<file path="src/inc/comparator_control_defs.svh">
// Register indexes, field positions and reset values of the comparator control.
// Assumes byte addressing on a 32-bit bus: byte address is four times the index.
`ifndef COMPARATOR_CONTROL_DEFS_SVH
`define COMPARATOR_CONTROL_DEFS_SVH
// ==================================================
// Register indexes
`define IDX_INT_CTRL 8'h0B
`define IDX_FLAG 8'h0C
`define IDX_CTRL_FIRST 8'h19
`define IDX_CTRL_SECOND 8'h1A
`define IDX_DIR 8'h85
`define IDX_ENABLE 8'h8C
`define IDX_REF_CTRL 8'h99
// ==================================================
// Field positions
`define POS_RESULT 6
`define POS_INVERT 4
`define POS_SWITCH 3
`define POS_GATE_SEL 1
`define POS_SYNC 0
`define POS_CMP_IRQ 3
`define POS_GLOBAL 7
`define POS_PERIPH 6
`define POS_REF_EN 7
`define POS_REF_RANGE 5
`define POS_OUT_DIR 2
// ==================================================
// Reset values
`define RST_MODE 3'h0
`define RST_GATE_SEL 1'b1
`define RST_SYNC 1'b0
`define RST_DIR 6'h3F
`define RST_CODE 4'h0
`define CODE_ZERO 4'h0
`endif

</file>
<file path="src/inc/comparator_control_pkg.sv">
// Types shared by the comparator control block.
// Assumes the constants header is included by whoever needs offsets.
package comparator_control_pkg;
   // ==================================================
   // Mode field encodings
   typedef enum logic [2:0] {
      MODE_RESET = 3'b000,
      MODE_PINS_OUT = 3'b001,
      MODE_PINS = 3'b010,
      MODE_REF_OUT = 3'b011,
      MODE_REF = 3'b100,
      MODE_MUX_OUT = 3'b101,
      MODE_MUX = 3'b110,
      MODE_OFF = 3'b111
   } mode_type;
   // Input multiplexer selections
   typedef enum logic {
      MINUS_NEG_PIN = 1'b0,
      MINUS_POS_PIN = 1'b1
   } minus_sel_type;
   typedef enum logic {
      PLUS_POS_PIN = 1'b0,
      PLUS_REF = 1'b1
   } plus_sel_type;
endpackage

</file>
<file path="src/core/comparator_control_logic.sv">
// Digital control around one analog comparator and its reference ladder.
// Assumes an Avalon-MM master, the analog macro and a timer clock sampled on core_clk.
//
// Decided for this implementation: the Avalon-MM slave port.
`timescale 1ns/1ps
`include "comparator_control_defs.svh"

// Overview of operation
// - Mode 000 powers comparator off, all three pins analog, result reads zero.
// - Mode 111 powers comparator off, all three pins digital.
// - Mode 100 compares negative pin with reference, no output pin drive.
// - Mode 011 compares negative pin with reference, drives output pin.
// - Modes 101/110 use reference as plus, switch bit picks minus pin.
// - Pins set as analog inputs read as zero on the port path.
// - Output pin carries the unsynchronised result.
// - Output pin direction bit still enables the pin driver.
// - Result is read-only bit 6 of the first control register.
// - Polarity bit 4 inverts result on register and pin.
// - Result is one when plus exceeds minus, swapped when inverted.
// - Gate select bit 1 (reset 1): one gate pin, zero comparator.
// - Sync bit 0 latches result on falling timer clock edge.
// - Sync latch uses the prescaled timer clock.
// - Flag bit 3 sets when result differs from latched value.
// - Flag cleared only by writing zero; writing one raises it.
// - Interrupt needs all three enables; flag sets regardless.
// - Any access to first control register refreshes mismatch latch.
// - A change during a control read still sets the flag.
// - Reference offers 32 levels: 4-bit code and range bit.
// - Range one gives code/24; range zero gives quarter plus code/32.
// - Disabled, code zero and range set gives ground reference.
// - Bits 7 to 2 of second control register read zero.
// - Reset restores all control registers: mode 000, reference off.
module comparator_control_logic #(
   parameter int ADDR_WIDTH = 10
) (
   input wire logic core_clk,
   input wire logic rst_b,
   input wire logic [ADDR_WIDTH-1:0] address,
   input wire logic read,
   input wire logic write,
   input wire logic [31:0] writedata,
   input wire logic [3:0] byteenable,
   output logic [31:0] readdata,
   output logic waitrequest,
   input wire logic cmpRaw,
   output logic cmpPowerOn,
   output comparator_control_pkg::minus_sel_type minusSel,
   output comparator_control_pkg::plus_sel_type plusSel,
   output logic refPowerEnable,
   output logic refRangeLow,
   output logic [3:0] refLevelCode,
   output logic refGround,
   output logic negPinAnalog,
   output logic posPinAnalog,
   output logic outPinAnalog,
   input wire logic negPinIn,
   input wire logic posPinIn,
   input wire logic outPinIn,
   output logic negPinRead,
   output logic posPinRead,
   output logic outPinRead,
   output logic resultPinOut,
   output logic resultPinOe,
   input wire logic timerTickClk,
   input wire logic timerGatePin,
   output logic timerGateOut,
   output logic irqReq
);
   import comparator_control_pkg::*;

   // ==================================================
   // Parameter check
   generate
      if (ADDR_WIDTH < 10) begin : g_bad_width
         $error("ADDR_WIDTH too small for register map");
      end
   endgenerate

   // Decoding shared by read and write paths
   function automatic logic regHit(input logic [ADDR_WIDTH-1:0] a,
                                   input logic [7:0] idx);
      regHit = (a[1:0] == 2'b00) && (a[ADDR_WIDTH-1:2] == (ADDR_WIDTH-2)'(idx));
   endfunction

   // Whether a mode routes the result to the output pin
   function automatic logic drivesPin(input mode_type m);
      drivesPin = (m == MODE_PINS_OUT) || (m == MODE_REF_OUT) || (m == MODE_MUX_OUT);
   endfunction

   mode_type mode_q;
   logic switch_q;
   logic invert_q;
   logic gateSel_q;
   logic sync_q;
   logic refEn_q;
   logic range_q;
   logic [3:0] code_q;
   logic flag_q;
   logic cmpIrqEn_q;
   logic periphEn_q;
   logic globalEn_q;
   logic [5:0] dir_q;
   logic lastSeen_q;
   logic tickPrev_q;
   logic syncLatch_q;
   logic busDone_q;
   logic [31:0] readdata_q;
   logic [31:0] readdata_d;
   logic cmpOut;
   logic accept;
   logic wrLow;
   logic mismatch;

   // ==================================================
   // Avalon slave: one wait cycle, then the access is taken
   assign waitrequest = (read || write) && !busDone_q;
   assign accept = (read || write) && busDone_q;
   assign wrLow = accept && write && byteenable[0];
   assign readdata = readdata_q;

   always_ff @(posedge core_clk or negedge rst_b) begin
      if (!rst_b) begin
         busDone_q <= 1'b0;
      end else begin
         busDone_q <= (read || write) && !busDone_q;
      end
   end

   // Read data captured in the wait cycle; unmapped reads give zero
   always_comb begin
      readdata_d = 32'h0000_0000;
      if (regHit(address, `IDX_CTRL_FIRST)) begin
         readdata_d[`POS_RESULT] = cmpOut;
         readdata_d[`POS_INVERT] = invert_q;
         readdata_d[`POS_SWITCH] = switch_q;
         readdata_d[2:0] = mode_q;
      end else if (regHit(address, `IDX_CTRL_SECOND)) begin
         // Upper bits stay zero
         readdata_d[`POS_GATE_SEL] = gateSel_q;
         readdata_d[`POS_SYNC] = sync_q;
      end else if (regHit(address, `IDX_REF_CTRL)) begin
         readdata_d[`POS_REF_EN] = refEn_q;
         readdata_d[`POS_REF_RANGE] = range_q;
         readdata_d[3:0] = code_q;
      end else if (regHit(address, `IDX_FLAG)) begin
         readdata_d[`POS_CMP_IRQ] = flag_q;
      end else if (regHit(address, `IDX_ENABLE)) begin
         readdata_d[`POS_CMP_IRQ] = cmpIrqEn_q;
      end else if (regHit(address, `IDX_INT_CTRL)) begin
         readdata_d[`POS_GLOBAL] = globalEn_q;
         readdata_d[`POS_PERIPH] = periphEn_q;
      end else if (regHit(address, `IDX_DIR)) begin
         readdata_d[5:0] = dir_q;
      end
   end

   always_ff @(posedge core_clk or negedge rst_b) begin
      if (!rst_b) begin
         readdata_q <= 32'h0000_0000;
      end else if (read && !busDone_q) begin
         readdata_q <= readdata_d;
      end
   end

   // ==================================================
   // Control registers; reset puts the comparator in its reset mode
   always_ff @(posedge core_clk or negedge rst_b) begin
      if (!rst_b) begin
         mode_q <= mode_type'(`RST_MODE);
         switch_q <= 1'b0;
         invert_q <= 1'b0;
      end else if (wrLow && regHit(address, `IDX_CTRL_FIRST)) begin
         mode_q <= mode_type'(writedata[2:0]);
         switch_q <= writedata[`POS_SWITCH];
         invert_q <= writedata[`POS_INVERT];
      end
   end

   always_ff @(posedge core_clk or negedge rst_b) begin
      if (!rst_b) begin
         gateSel_q <= `RST_GATE_SEL;
         sync_q <= `RST_SYNC;
      end else if (wrLow && regHit(address, `IDX_CTRL_SECOND)) begin
         gateSel_q <= writedata[`POS_GATE_SEL];
         sync_q <= writedata[`POS_SYNC];
      end
   end

   always_ff @(posedge core_clk or negedge rst_b) begin
      if (!rst_b) begin
         refEn_q <= 1'b0;
         range_q <= 1'b0;
         code_q <= `RST_CODE;
      end else if (wrLow && regHit(address, `IDX_REF_CTRL)) begin
         refEn_q <= writedata[`POS_REF_EN];
         range_q <= writedata[`POS_REF_RANGE];
         code_q <= writedata[3:0];
      end
   end

   // Enables and pin directions
   always_ff @(posedge core_clk or negedge rst_b) begin
      if (!rst_b) begin
         cmpIrqEn_q <= 1'b0;
         periphEn_q <= 1'b0;
         globalEn_q <= 1'b0;
         dir_q <= `RST_DIR;
      end else if (wrLow) begin
         if (regHit(address, `IDX_ENABLE)) begin
            cmpIrqEn_q <= writedata[`POS_CMP_IRQ];
         end else if (regHit(address, `IDX_INT_CTRL)) begin
            globalEn_q <= writedata[`POS_GLOBAL];
            periphEn_q <= writedata[`POS_PERIPH];
         end else if (regHit(address, `IDX_DIR)) begin
            dir_q <= writedata[5:0];
         end
      end
   end

   // ==================================================
   // Mode decoding: power, pin kinds and input multiplexers
   always_comb begin
      cmpPowerOn = 1'b1;
      negPinAnalog = 1'b1;
      posPinAnalog = 1'b1;
      outPinAnalog = 1'b0;
      minusSel = MINUS_NEG_PIN;
      plusSel = PLUS_POS_PIN;
      case (mode_q)
         MODE_RESET: begin
            cmpPowerOn = 1'b0;
            outPinAnalog = 1'b1;
         end
         MODE_OFF: begin
            cmpPowerOn = 1'b0;
            negPinAnalog = 1'b0;
            posPinAnalog = 1'b0;
         end
         MODE_REF, MODE_REF_OUT: begin
            posPinAnalog = 1'b0;
            plusSel = PLUS_REF;
         end
         MODE_MUX, MODE_MUX_OUT: begin
            plusSel = PLUS_REF;
            minusSel = switch_q ? MINUS_POS_PIN : MINUS_NEG_PIN;
         end
         default: begin
            plusSel = PLUS_POS_PIN;
         end
      endcase
   end

   // Result: raw is high when plus exceeds minus; zero while powered off
   assign cmpOut = cmpPowerOn && (cmpRaw ^ invert_q);

   // Analog pins read zero through the port path
   assign negPinRead = negPinAnalog ? 1'b0 : negPinIn;
   assign posPinRead = posPinAnalog ? 1'b0 : posPinIn;
   assign outPinRead = outPinAnalog ? 1'b0 : outPinIn;

   // Pin takes the live result, never the timer-synced copy
   assign resultPinOut = cmpOut;
   assign resultPinOe = drivesPin(mode_q) && !dir_q[`POS_OUT_DIR];

   // ==================================================
   // Timer gate and result synchronisation
   // The tick clock is the prescaler output, so the latch follows it
   always_ff @(posedge core_clk or negedge rst_b) begin
      if (!rst_b) begin
         tickPrev_q <= 1'b0;
         syncLatch_q <= 1'b0;
      end else begin
         tickPrev_q <= timerTickClk;
         if (tickPrev_q && !timerTickClk) begin
            syncLatch_q <= cmpOut;
         end
      end
   end

   // Unsynced gating may race the timer increment; software picks sync
   assign timerGateOut = gateSel_q ? timerGatePin : (sync_q ? syncLatch_q : cmpOut);

   // ==================================================
   // Reference ladder controls
   assign refPowerEnable = refEn_q;
   assign refRangeLow = range_q;
   assign refLevelCode = code_q;
   assign refGround = !refEn_q && range_q && (code_q == `CODE_ZERO);

   // ==================================================
   // Mismatch latch and interrupt flag
   // Refresh takes the current result, so no change is ever missed
   assign mismatch = cmpOut != lastSeen_q;

   always_ff @(posedge core_clk or negedge rst_b) begin
      if (!rst_b) begin
         lastSeen_q <= 1'b0;
      end else if (accept && regHit(address, `IDX_CTRL_FIRST)) begin
         lastSeen_q <= cmpOut;
      end
   end

   // Set beats a clearing write in the same cycle
   always_ff @(posedge core_clk or negedge rst_b) begin
      if (!rst_b) begin
         flag_q <= 1'b0;
      end else if (mismatch) begin
         flag_q <= 1'b1;
      end else if (wrLow && regHit(address, `IDX_FLAG)) begin
         flag_q <= writedata[`POS_CMP_IRQ];
      end
   end

   assign irqReq = flag_q && cmpIrqEn_q && periphEn_q && globalEn_q;
endmodule

</file>
<file path="config.mk">
export PLATFORM = sky130hd
export DESIGN_NAME = comparator_control_logic
export DESIGN_NICKNAME = d
export VERILOG_FILES = /design/src/inc/comparator_control_pkg.sv /design/src/core/comparator_control_logic.sv
export VERILOG_INCLUDE_DIRS = /design/src /design/src/inc
export SDC_FILE = /design/constraint.sdc
export NUM_CORES = 1
export LEC_CHECK = 0
export BUFFER_PORTS_ARGS = -buffer_cell sky130_fd_sc_hd__buf_2
export CORE_ASPECT_RATIO = 0.8
export CORE_UTILIZATION = 46
export CTS_CLUSTER_DIAMETER = 30
export DETAILED_ROUTE_END_ITERATION = 10
export PLACE_DENSITY = 0.81
export SYNTH_ARGS = -nofsm -noshare
export SYNTH_HDL_FRONTEND = slang
export SYNTH_SLANG_ARGS = --single-unit
</file>
<file path="constraint.sdc">
create_clock -name core_clk -period 2.4 [get_ports core_clk]
set_clock_uncertainty 0.1 [all_clocks]
set_input_delay 0.48 -clock core_clk [delete_from_list [all_inputs] [get_ports core_clk]]
set_output_delay 0.48 -clock core_clk [all_outputs]
set_load 0.02 [all_outputs]
</file>
==> results.md, run 1 <==
* Outcome: finished, final reports clean
* DR vias/cell at 5.13
* Clock slew at reported path FFs at 0.07 ns
* Clock Latency Late Sink at 0.29 ns
* Filler cells at 383
* Largest cells by area after synthesis: sky130_fd_sc_hd__dfrtp_1 32%, sky130_fd_sc_hd__dfstp_2 8.5%, sky130_fd_sc_hd__buf_4 8.3%
* Final critical path time including I/O delays and setup at 2.29 ns
* Initial Util at 0.498
* Critical Path Slowest Stage Cell: sky130_fd_sc_hd__or4b_2
* Reported leakage power at 1.25 nW
* Routability cong. at 0.933
* Signed area change from the synthesized netlist to the final layout at 17.2%
* # diodes at 0
* Compound-gate portion of the synthesized area at 0.0834
* Simple-gate area share of the yosys netlist at 0.218
* Finished Layout Cells at 315
* Area fraction of the dominant cell type after synthesis at 0.324
* Type of the worst setup path: register to output pin
* Sequential cell area in the final layout at 885 µm²
* First-pass GRT wire length at 7.67 mm
* Number of failing hold endpoints at the final stage at 0
* Syn. warnings at 0
* Detailed-route wire length per cell at 14.8 µm
* Cell taking the most area after synthesis: sky130_fd_sc_hd__dfrtp_1
* Remaining Overflow, GRT at 0
* Number of vias after detailed routing at 1615
* Delay of the slowest cell on the worst path at 0.67 ns
* Wirelength, routed at 4.65 mm
* Post-DP HPWL at 3.61 mm
* Most frequent cell after synthesis: sky130_fd_sc_hd__dfrtp_1
* Maximum count of clock buffers along a single path at 2
* Multiplexer share of the synthesized area at 0.163
* Root Buffer Master: sky130_fd_sc_hd__clkbuf_8
* Arrival time worst endpoint at 1.71 ns
* Portion of the post-synthesis area used by sequential elements at 0.410
* Global-route usage over all layers at 0.207
* Worst Max-Slew Pin Slew at 0.747 ns
* Antenna violations before repair at 0
* Slew HR at 0.502
* Largest family of logic cells by synthesized area: simple AND/OR/NAND/NOR gates
* TritonCTS Buffers at 5
* Die ar. at 0.00497 mm²
* Top cells by instance count after synthesis: 28 x sky130_fd_sc_hd__dfrtp_1, 24 x sky130_fd_sc_hd__buf_4, 13 x sky130_fd_sc_hd__mux2_2
* Chip width at 78.6 µm
* Maximum number of pins on one net before global-route repair at 36
* Count of placed standard cells including taps at 307
* Average size of a mapped cell at 10.9 µm²
* Final period utilization at 0.954
* Length of the first detailed-routing pass in iterations at 5
* Post CTS Setup Buffer Count at 0
* Startpoint types: register
* Vias in the first global route at 1525
* Core Region at 0.00434 mm²
* Number of cells produced by synthesis at 198
* Proportion of layout cells with a drive suffix above 1 at 0.453
* PortBufs at 57
* PwrDens at 496 mW/mm²
* Combined area of the multi-input logic cells at 0.00114 mm²
* Number of design-rule violations left by the first detailed-router iteration at 62
* Net count reported at finish at 313
* Remaining antenna violation count after routing at 0
* Count of flip-flops with a built-in enable after synthesis at 0
* Clock tree from TritonCTS: done
* Setup TNS at 0 ns
* Setup violation total in the final timing report at 0
* Standard-cell row count at 21
* Adder-cell share of the synthesized area at 0
* Io pins at 109
* Max-cap check violation count at 0
* Endpoint type of the worst setup path: output pin
* Hold Path Class: input port to async pin
* Peak Freq at 437 MHz
* CTS sink count at 35
* H-tree depth reported by CTS at 2
* Synthesized flop and latch total at 35
* Remaining routing DRC violations at 0
* Die span in y at 63.3 µm
* Cell area after technology mapping at 0.00216 mm²
* Req. time, crit path at 1.82 ns
* Largest driver fanout on the critical path at 4
* Max Slew Vio Count at 0
* XOR/XNOR Fraction of Synth Area at 0.0162
* Number of different library cells in the post-synthesis netlist at 51
* Most used flip-flop cell after synthesis: sky130_fd_sc_hd__dfrtp_1
* Worst IR drop on VDD at 0.000336 V
* Worst path cell trace: or4b_2, nor3_1, buf_2
* Async set-or-reset flop fraction in the synthesized netlist at 1.00
==> cell families after synthesis <==
family,after synthesis
simple gates,68
flops,35
xor+xnor,4
compound gates,26
mux,28
buf+inv,36
other cells,1
==> registers in the layout, summed over array words and instances (netlist names), 3 cells and up <==
name	flops
dir_q	6
mode_q	3
readdata	8
refLevelCode	4
==> where the power goes <==
| group | switching, W | internal [W] | total (W) |
|---|---|---|---|
| combinational | 0.000124 | 0.0000560 | 0.000180 |
| clock | 0.000200 | 0.000262 | 0.000461 |
| sequential | 0.00000985 | 0.000605 | 0.000615 |
==> routing by layer <==
metal | share of wire | routed length (µm) | track usage
met1 | 0.47 | 2200 | 0.289
met2 | 0.44 | 2050 | 0.314
met3 | 0.076 | 354 | 0.0580
met4 | 0.0097 | 45 | 0.0556
met5 | 0 | 0 | 0
==> final cells by class <==
type / count / share of cell area
Clock buffer: 8 / 0.0395
Inverter: 4 / 0.00593
Multi-Input combinational cell: 150 / 0.452
Sequential cell: 35 / 0.349
Tap cell: 57 / 0.0282
Timing Repair Buffer: 61 / 0.125
==> metrics by stage <==
stage / util / hold slack (ns) / cell area [µm²] / power, W / worst slack (ns)
3_5_place_dp: 0.559 / 0.367 / 2420 / 0.000802 / 0.170
5_1_grt: 0.584 / 0.200 / 2530 / 0.00133 / -0.0129
2_1_floorplan: - / 0.0844 / 2260 / 0.000762 / 0.111
3_3_place_gp: 0.559 / 0.360 / 2420 / 0.000799 / 0.177
6_report: 0.584 / 0.152 / 2530 / 0.00126 / 0.109
4_1_cts: 0.582 / 0.176 / 2520 / 0.00127 / 0.0920
==> cells in the final DEF, fill, tap and decap left out, types with 7 or more instances in the layout <==
cell type / synthesis / layout
sky130_fd_sc_hd__nor2_1: 8 / 8
sky130_fd_sc_hd__dfstp_2: 7 / 7
sky130_fd_sc_hd__clkbuf_8: 0 / 7
sky130_fd_sc_hd__dfrtp_1: 28 / 28
sky130_fd_sc_hd__buf_2: 0 / 57
sky130_fd_sc_hd__nand2_1: 12 / 12
sky130_fd_sc_hd__conb_1: 1 / 24
sky130_fd_sc_hd__mux2_2: 13 / 13
sky130_fd_sc_hd__mux2_4: 11 / 11
==> final timing paths <==
path,slack [ns],from,cells past startpoint,endpoint
worst max-delay path,0.11,refLevelCode[1],3,refGround
worst min-delay path,0.15,rst_b,1,tickPrev_q
worst max register to register,0.64,busDone_q,3,mode_q[1]
worst min register to register,0.38,readdata[6],2,readdata[6]
max in group asynchronous,1.56,rst_b,1,readdata[7]
min in group core_clk,0.21,timerTickClk,1,tickPrev_q
==> worst max-delay path, delay by kind of cell, from the launching register on <==
family | cells | cell delay (ns)
simple gates | 2 | 0.82
flops | 1 | 0.42
buf+inv | 1 | 0.19
==> timing repair <==
action,in CTS,in global routing
endpoints found under the setup margin,0,1
hold buffers,0,0
gates resized for setup,0,1
(Power assumes the default switching activity.)
==> run 2: changes to the inputs <==
- CORE_UTILIZATION: 46 -> 49
- PLACE_DENSITY: 0.81 -> 0.85
- clock period: 2.4 -> 2.75 ns (I/O delays scaled with it)
==> results.md, run 2 (same netlist as run 1, synthesis figures left out) <==
* Delay of the slowest cell on the worst path at 0.47 ns
* Routability cong. at 0.869
* # diodes at 0
* Core Region at 0.00420 mm²
* Proportion of layout cells with a drive suffix above 1 at 0.447
* Maximum count of clock buffers along a single path at 2
* Setup TNS at 0 ns
* Final worst setup slack at 0.220 ns
* Detailed-route wire length per cell at 14.6 µm
* Number of vias after detailed routing at 1655
* Most frequent cells in the layout: 57 x sky130_fd_sc_hd__buf_2, 28 x sky130_fd_sc_hd__dfrtp_1, 24 x sky130_fd_sc_hd__conb_1, 13 x sky130_fd_sc_hd__mux2_2, 12 x sky130_fd_sc_hd__nand2_1
* Hold buffer count at CTS at 0
* TritonCTS Buffers at 5
* Outcome: finished, final reports clean
* Net count reported at finish at 310
* Reported leakage power at 1.24 nW
* Worst path cell trace: and3_1, nor3_4, mux2i_1, o21ai_0, buf_2
* Root Buffer Master: sky130_fd_sc_hd__clkbuf_8
* Clock Latency Late Sink at 0.29 ns
* Number of buffer and inverter instances along the worst setup path at 1
* R2r worst-path depth at 3
* Signed area change from the synthesized netlist to the final layout at 16.7%
* Leading cell type in the layout, fill and taps excluded: sky130_fd_sc_hd__buf_2
* Post-place setup slack at 0.377 ns
* Die span in y at 61.4 µm
* Io pins at 109
* Critical Path Slowest Stage Cell: sky130_fd_sc_hd__dfrtp_1
* Type of the worst setup path: register to output pin
* Endpoint type of the worst setup path: output pin
* Peak Freq at 395 MHz
* R2R Setup Slk at 1.01 ns
* Final critical path time including I/O delays and setup at 2.53 ns
* Remaining Overflow, GRT at 0
* Remaining antenna violation count after routing at 0
* Startpoint types: register
* Maximum number of pins on one net before global-route repair at 36
* Vias in the first global route at 1463
* Length of the first detailed-routing pass in iterations at 4
* Arrival time worst endpoint at 1.88 ns
* Largest register FFs at 8
* Global-route usage over all layers at 0.214
* Post-DP HPWL at 3.49 mm
* Max-cap check violation count at 0
* CTS sink count at 35
* Worst flop-to-flop path endpoint: switch_q
* H-tree depth reported by CTS at 2
* PortBufs at 57
* Wirelength, routed at 4.57 mm
* Overall power of the completed layout at 0.00117 W
* PwrDens at 463 mW/mm²
* Number of failing hold endpoints at the final stage at 0
* Clock slew at reported path FFs at 0.07 ns
* Setup violation total in the final timing report at 0
* Final period utilization at 0.920
* Antenna violations before repair at 0
* Worst reg2reg path startpoint: busDone_q
* Cell family with most CP delay: simple AND/OR/NAND/NOR gates
* Slew HR at 0.495
* Req. time, crit path at 2.10 ns
* Initial Util at 0.514
* Chip width at 76.2 µm
* Hold Path Class: input port to async pin
* First-pass GRT wire length at 7.47 mm
* Worst IR drop on VDD at 0.000244 V
* Standard-cell row count at 21
* Number of design-rule violations left by the first detailed-router iteration at 97
* Max Slew Vio Count at 0
* Largest driver fanout on the critical path at 8
* Remaining routing DRC violations at 0
* Worst Max-Slew Pin Slew at 0.757 ns
* DR vias/cell at 5.30
* RSZ-0062 raised after global routing: false
* Clock tree from TritonCTS: done
* Die ar. at 0.00468 mm²
run 2: what timing repair did:
action | in CTS | in global routing
buffers inserted | 0 | 0
setup endpoints to repair | 0 | 1
resized for setup | 0 | 1
run 2: report_power, final:
| group | leakage (nW) | total [W] | internal [W] | switching (W) |
|---|---|---|---|---|
| registers | 0.451 | 0.000536 | 0.000528 | 0.00000812 |
| logic | 0.731 | 0.000155 | 0.0000477 | 0.000107 |
| clock network | 0.0612 | 0.000477 | 0.000293 | 0.000184 |
| total | 1.24 | 0.00117 | 0.000869 | 0.000300 |
run 2: layout make-up:
| type | instances | area (µm²) |
|---|---|---|
| tap | 57 | 71.3 |
| sequential | 35 | 885 |
| clock buffer | 6 | 82.6 |
| timing repair buffer | 58 | 293 |
| inverter | 4 | 15.0 |
| fill | 374 | 1680 |
| clock inverter | 2 | 35.0 |
| multi-input combinational | 150 | 1140 |
run 2: layer usage:
metal | vias up | track usage | wire [µm]
li1 | 777 | - | -
met1 | 798 | 0.295 | 2220
met2 | 73 | 0.329 | 2000
met3 | 7 | 0.0548 | 277
met4 | 0 | 0.0852 | 68
met5 | - | 0 | 0
run 2: worst max-delay path by stage:
stage,start,endpoint,slack (ns),cells past startpoint
final,mode_q[2],timerGateOut,0.22,5
after global routing,mode_q[1],timerGateOut,0.03,5
after CTS,mode_q[2],timerGateOut,0.09,5
after detailed placement,address[9],dir_q[5],0.38,5
after global placement,address[9],dir_q[4],0.36,5
after floorplan,mode_q[0],timerGateOut,0.20,5
run 2: per-stage QoR:
step	hold WS, ns	util	instance area [µm²]	cells
2_1_floorplan	0.154	-	2250	221
6_report	0.222	0.600	2520	312
3_3_place_gp	0.363	0.570	2400	304
4_1_cts	0.250	0.598	2510	312
5_1_grt	0.265	0.600	2520	312
3_5_place_dp	0.371	0.570	2400	304
==> run 3: changes to the inputs <==
- PLACE_DENSITY: 0.85 -> default
- PLACE_DENSITY_LB_ADDON: default -> 0.05
==> results.md, run 3 (same netlist as run 1, synthesis figures left out) <==
* Worst IR drop on VDD at 0.000238 V
* Most frequent cells in the layout: 57 x sky130_fd_sc_hd__buf_2, 28 x sky130_fd_sc_hd__dfrtp_1, 24 x sky130_fd_sc_hd__conb_1, 13 x sky130_fd_sc_hd__mux2_2, 12 x sky130_fd_sc_hd__nand2_1
* Hold buffer count at CTS at 0
* Part of the power in the clock network at 0.361
* Startpoint types: register
* Largest register FFs at 8
* Reported leakage power at 1.24 nW
* Signed area change from the synthesized netlist to the final layout at 16.3%
* Total of cells resized after clock tree synthesis at 0
* Net switching power at 0.000299 W
* Hold Path Class: input port to async pin
* Clock Latency Late Sink at 0.29 ns
* Routability cong. at 0.812
* Type of the worst setup path: register to output pin
* Endpoint type of the worst setup path: output pin
* DR vias/cell at 5.14
* Max Slew Vio Count at 0
* Worst Max-Slew Pin Slew at 0.752 ns
* Leading cell type in the layout, fill and taps excluded: sky130_fd_sc_hd__buf_2
* Length of the first detailed-routing pass in iterations at 4
* Final critical path time including I/O delays and setup at 2.37 ns
* Net count reported at finish at 312
* Filler cells at 386
* Die span in y at 61.4 µm
* Largest driver fanout on the critical path at 8
* Die ar. at 0.00468 mm²
* Standard-cell row count at 21
* Setup violation total in the final timing report at 0
* Remaining antenna violation count after routing at 0
* Root Buffer Master: sky130_fd_sc_hd__clkbuf_8
* Worst flop-to-flop path endpoint: invert_q
* Delay of the slowest cell on the worst path at 0.48 ns
* Worst path cell trace: and3_1, nor3_2, mux2i_1, o21ai_0, buf_2
* H-tree depth reported by CTS at 2
* Critical Path Slowest Stage Cell: sky130_fd_sc_hd__dfrtp_1
* First-pass GRT wire length at 7.33 mm
* Post CTS Setup Buffer Count at 0
* R2r worst-path depth at 3
* Outcome: finished, final reports clean
* Count of placed standard cells including taps at 306
* Wirelength, routed at 4.50 mm
* Number of vias after detailed routing at 1614
* Number of failing hold endpoints at the final stage at 0
* Setup TNS at 0 ns
* Core Region at 0.00420 mm²
* Maximum number of pins on one net before global-route repair at 36
* CP startpoint: mode_q[2]
* Global-route usage over all layers at 0.212
* Antenna violations before repair at 0
* Req. time, crit path at 2.10 ns
* TritonCTS Buffers at 5
* Slew HR at 0.499
* Finished Layout Cells at 314
* Part of the total power dissipated in combinational logic at 0.143
* Proportion of layout cells with a drive suffix above 1 at 0.451
* PortBufs at 57
* Arrival time worst endpoint at 1.72 ns
* Sw Ratio at 0.277
* Clock slew at reported path FFs at 0.07 ns
* Chip width at 76.2 µm
* Final period utilization at 0.862
* Worst reg2reg path startpoint: busDone_q
* Peak Freq at 422 MHz
* Post-DP HPWL at 3.54 mm
* Initial Util at 0.514
* Remaining Overflow, GRT at 0
* PwrDens at 430 mW/mm²
* R2R Setup Slk at 0.98 ns
* Sequential share of power at 0.496
* Vias in the first global route at 1399
* Detailed-route wire length per cell at 14.3 µm
* Clock tree from TritonCTS: done
* Maximum count of clock buffers along a single path at 2
* CTS sink count at 35
* # diodes at 0
* Remaining routing DRC violations at 0
* Io pins at 109
* Internal power component at 0.000780 W
* RSZ-0062 raised after global routing: false
* Max-cap check violation count at 0
* Number of design-rule violations left by the first detailed-router iteration at 78
==> run 3: final cells by class <==
class	count	area, µm²	share of cell area
multi-input cells	150	1130	0.451
repair buffers	60	308	0.123
flip-flops and latches	35	885	0.352
clock inverters	2	16.3	0.00648
well taps	57	71.3	0.0284
inverters	4	15.0	0.00598
clock buffers	6	82.6	0.0329
==> run 3: critical path: cells and delay by family (launching register included) <==
kind | cells | cell delay [ns]
AO/OA/AOI/OAI | 1 | 0.15
buffers and inverters | 1 | 0.19
flip-flops | 1 | 0.48
multiplexers | 1 | 0.11
AND/OR/NAND/NOR | 2 | 0.51
==> run 3: per-layer routing <==
metal  vias to the layer above  share of wire  track usage
li1                        783              -            -
met5                         -              0            0
met4                         0         0.0069       0.0577
met1                       767           0.52        0.324
met3                         6          0.056       0.0415
met2                        58           0.42        0.308
==> run 3: power by group through the flow <==
stage          logic (W)  clock network, W  registers, W
2_1_floorplan   0.000110                 0      0.000554
3_3_place_gp    0.000154                 0      0.000545
3_5_place_dp    0.000155                 0      0.000545
4_1_cts         0.000155          0.000406      0.000536
5_1_grt         0.000171          0.000428      0.000537
6_report        0.000154          0.000389      0.000536
==> run 3: worst max path at each step <==
stage                   endpoint  slack [ns]  cells after the start
floorplan           timerGateOut        0.20                      5
global placement        dir_q[2]        0.35                      5
detailed placement      dir_q[2]        0.37                      5
CTS                 timerGateOut        0.35                      5
global route        timerGateOut        0.23                      5
finish              timerGateOut        0.38                      5
==> run 3: metrics by stage <==
step	power, W	area (µm²)	setup slack (ns)	util	hold WS, ns
2_1_floorplan	0.000664	2250	0.198	-	0.154
3_3_place_gp	0.000699	2410	0.353	0.574	0.357
3_5_place_dp	0.000700	2410	0.373	0.574	0.366
4_1_cts	0.00110	2510	0.355	0.597	0.256
5_1_grt	0.00114	2510	0.229	0.597	0.265
6_report	0.00108	2510	0.379	0.597	0.227
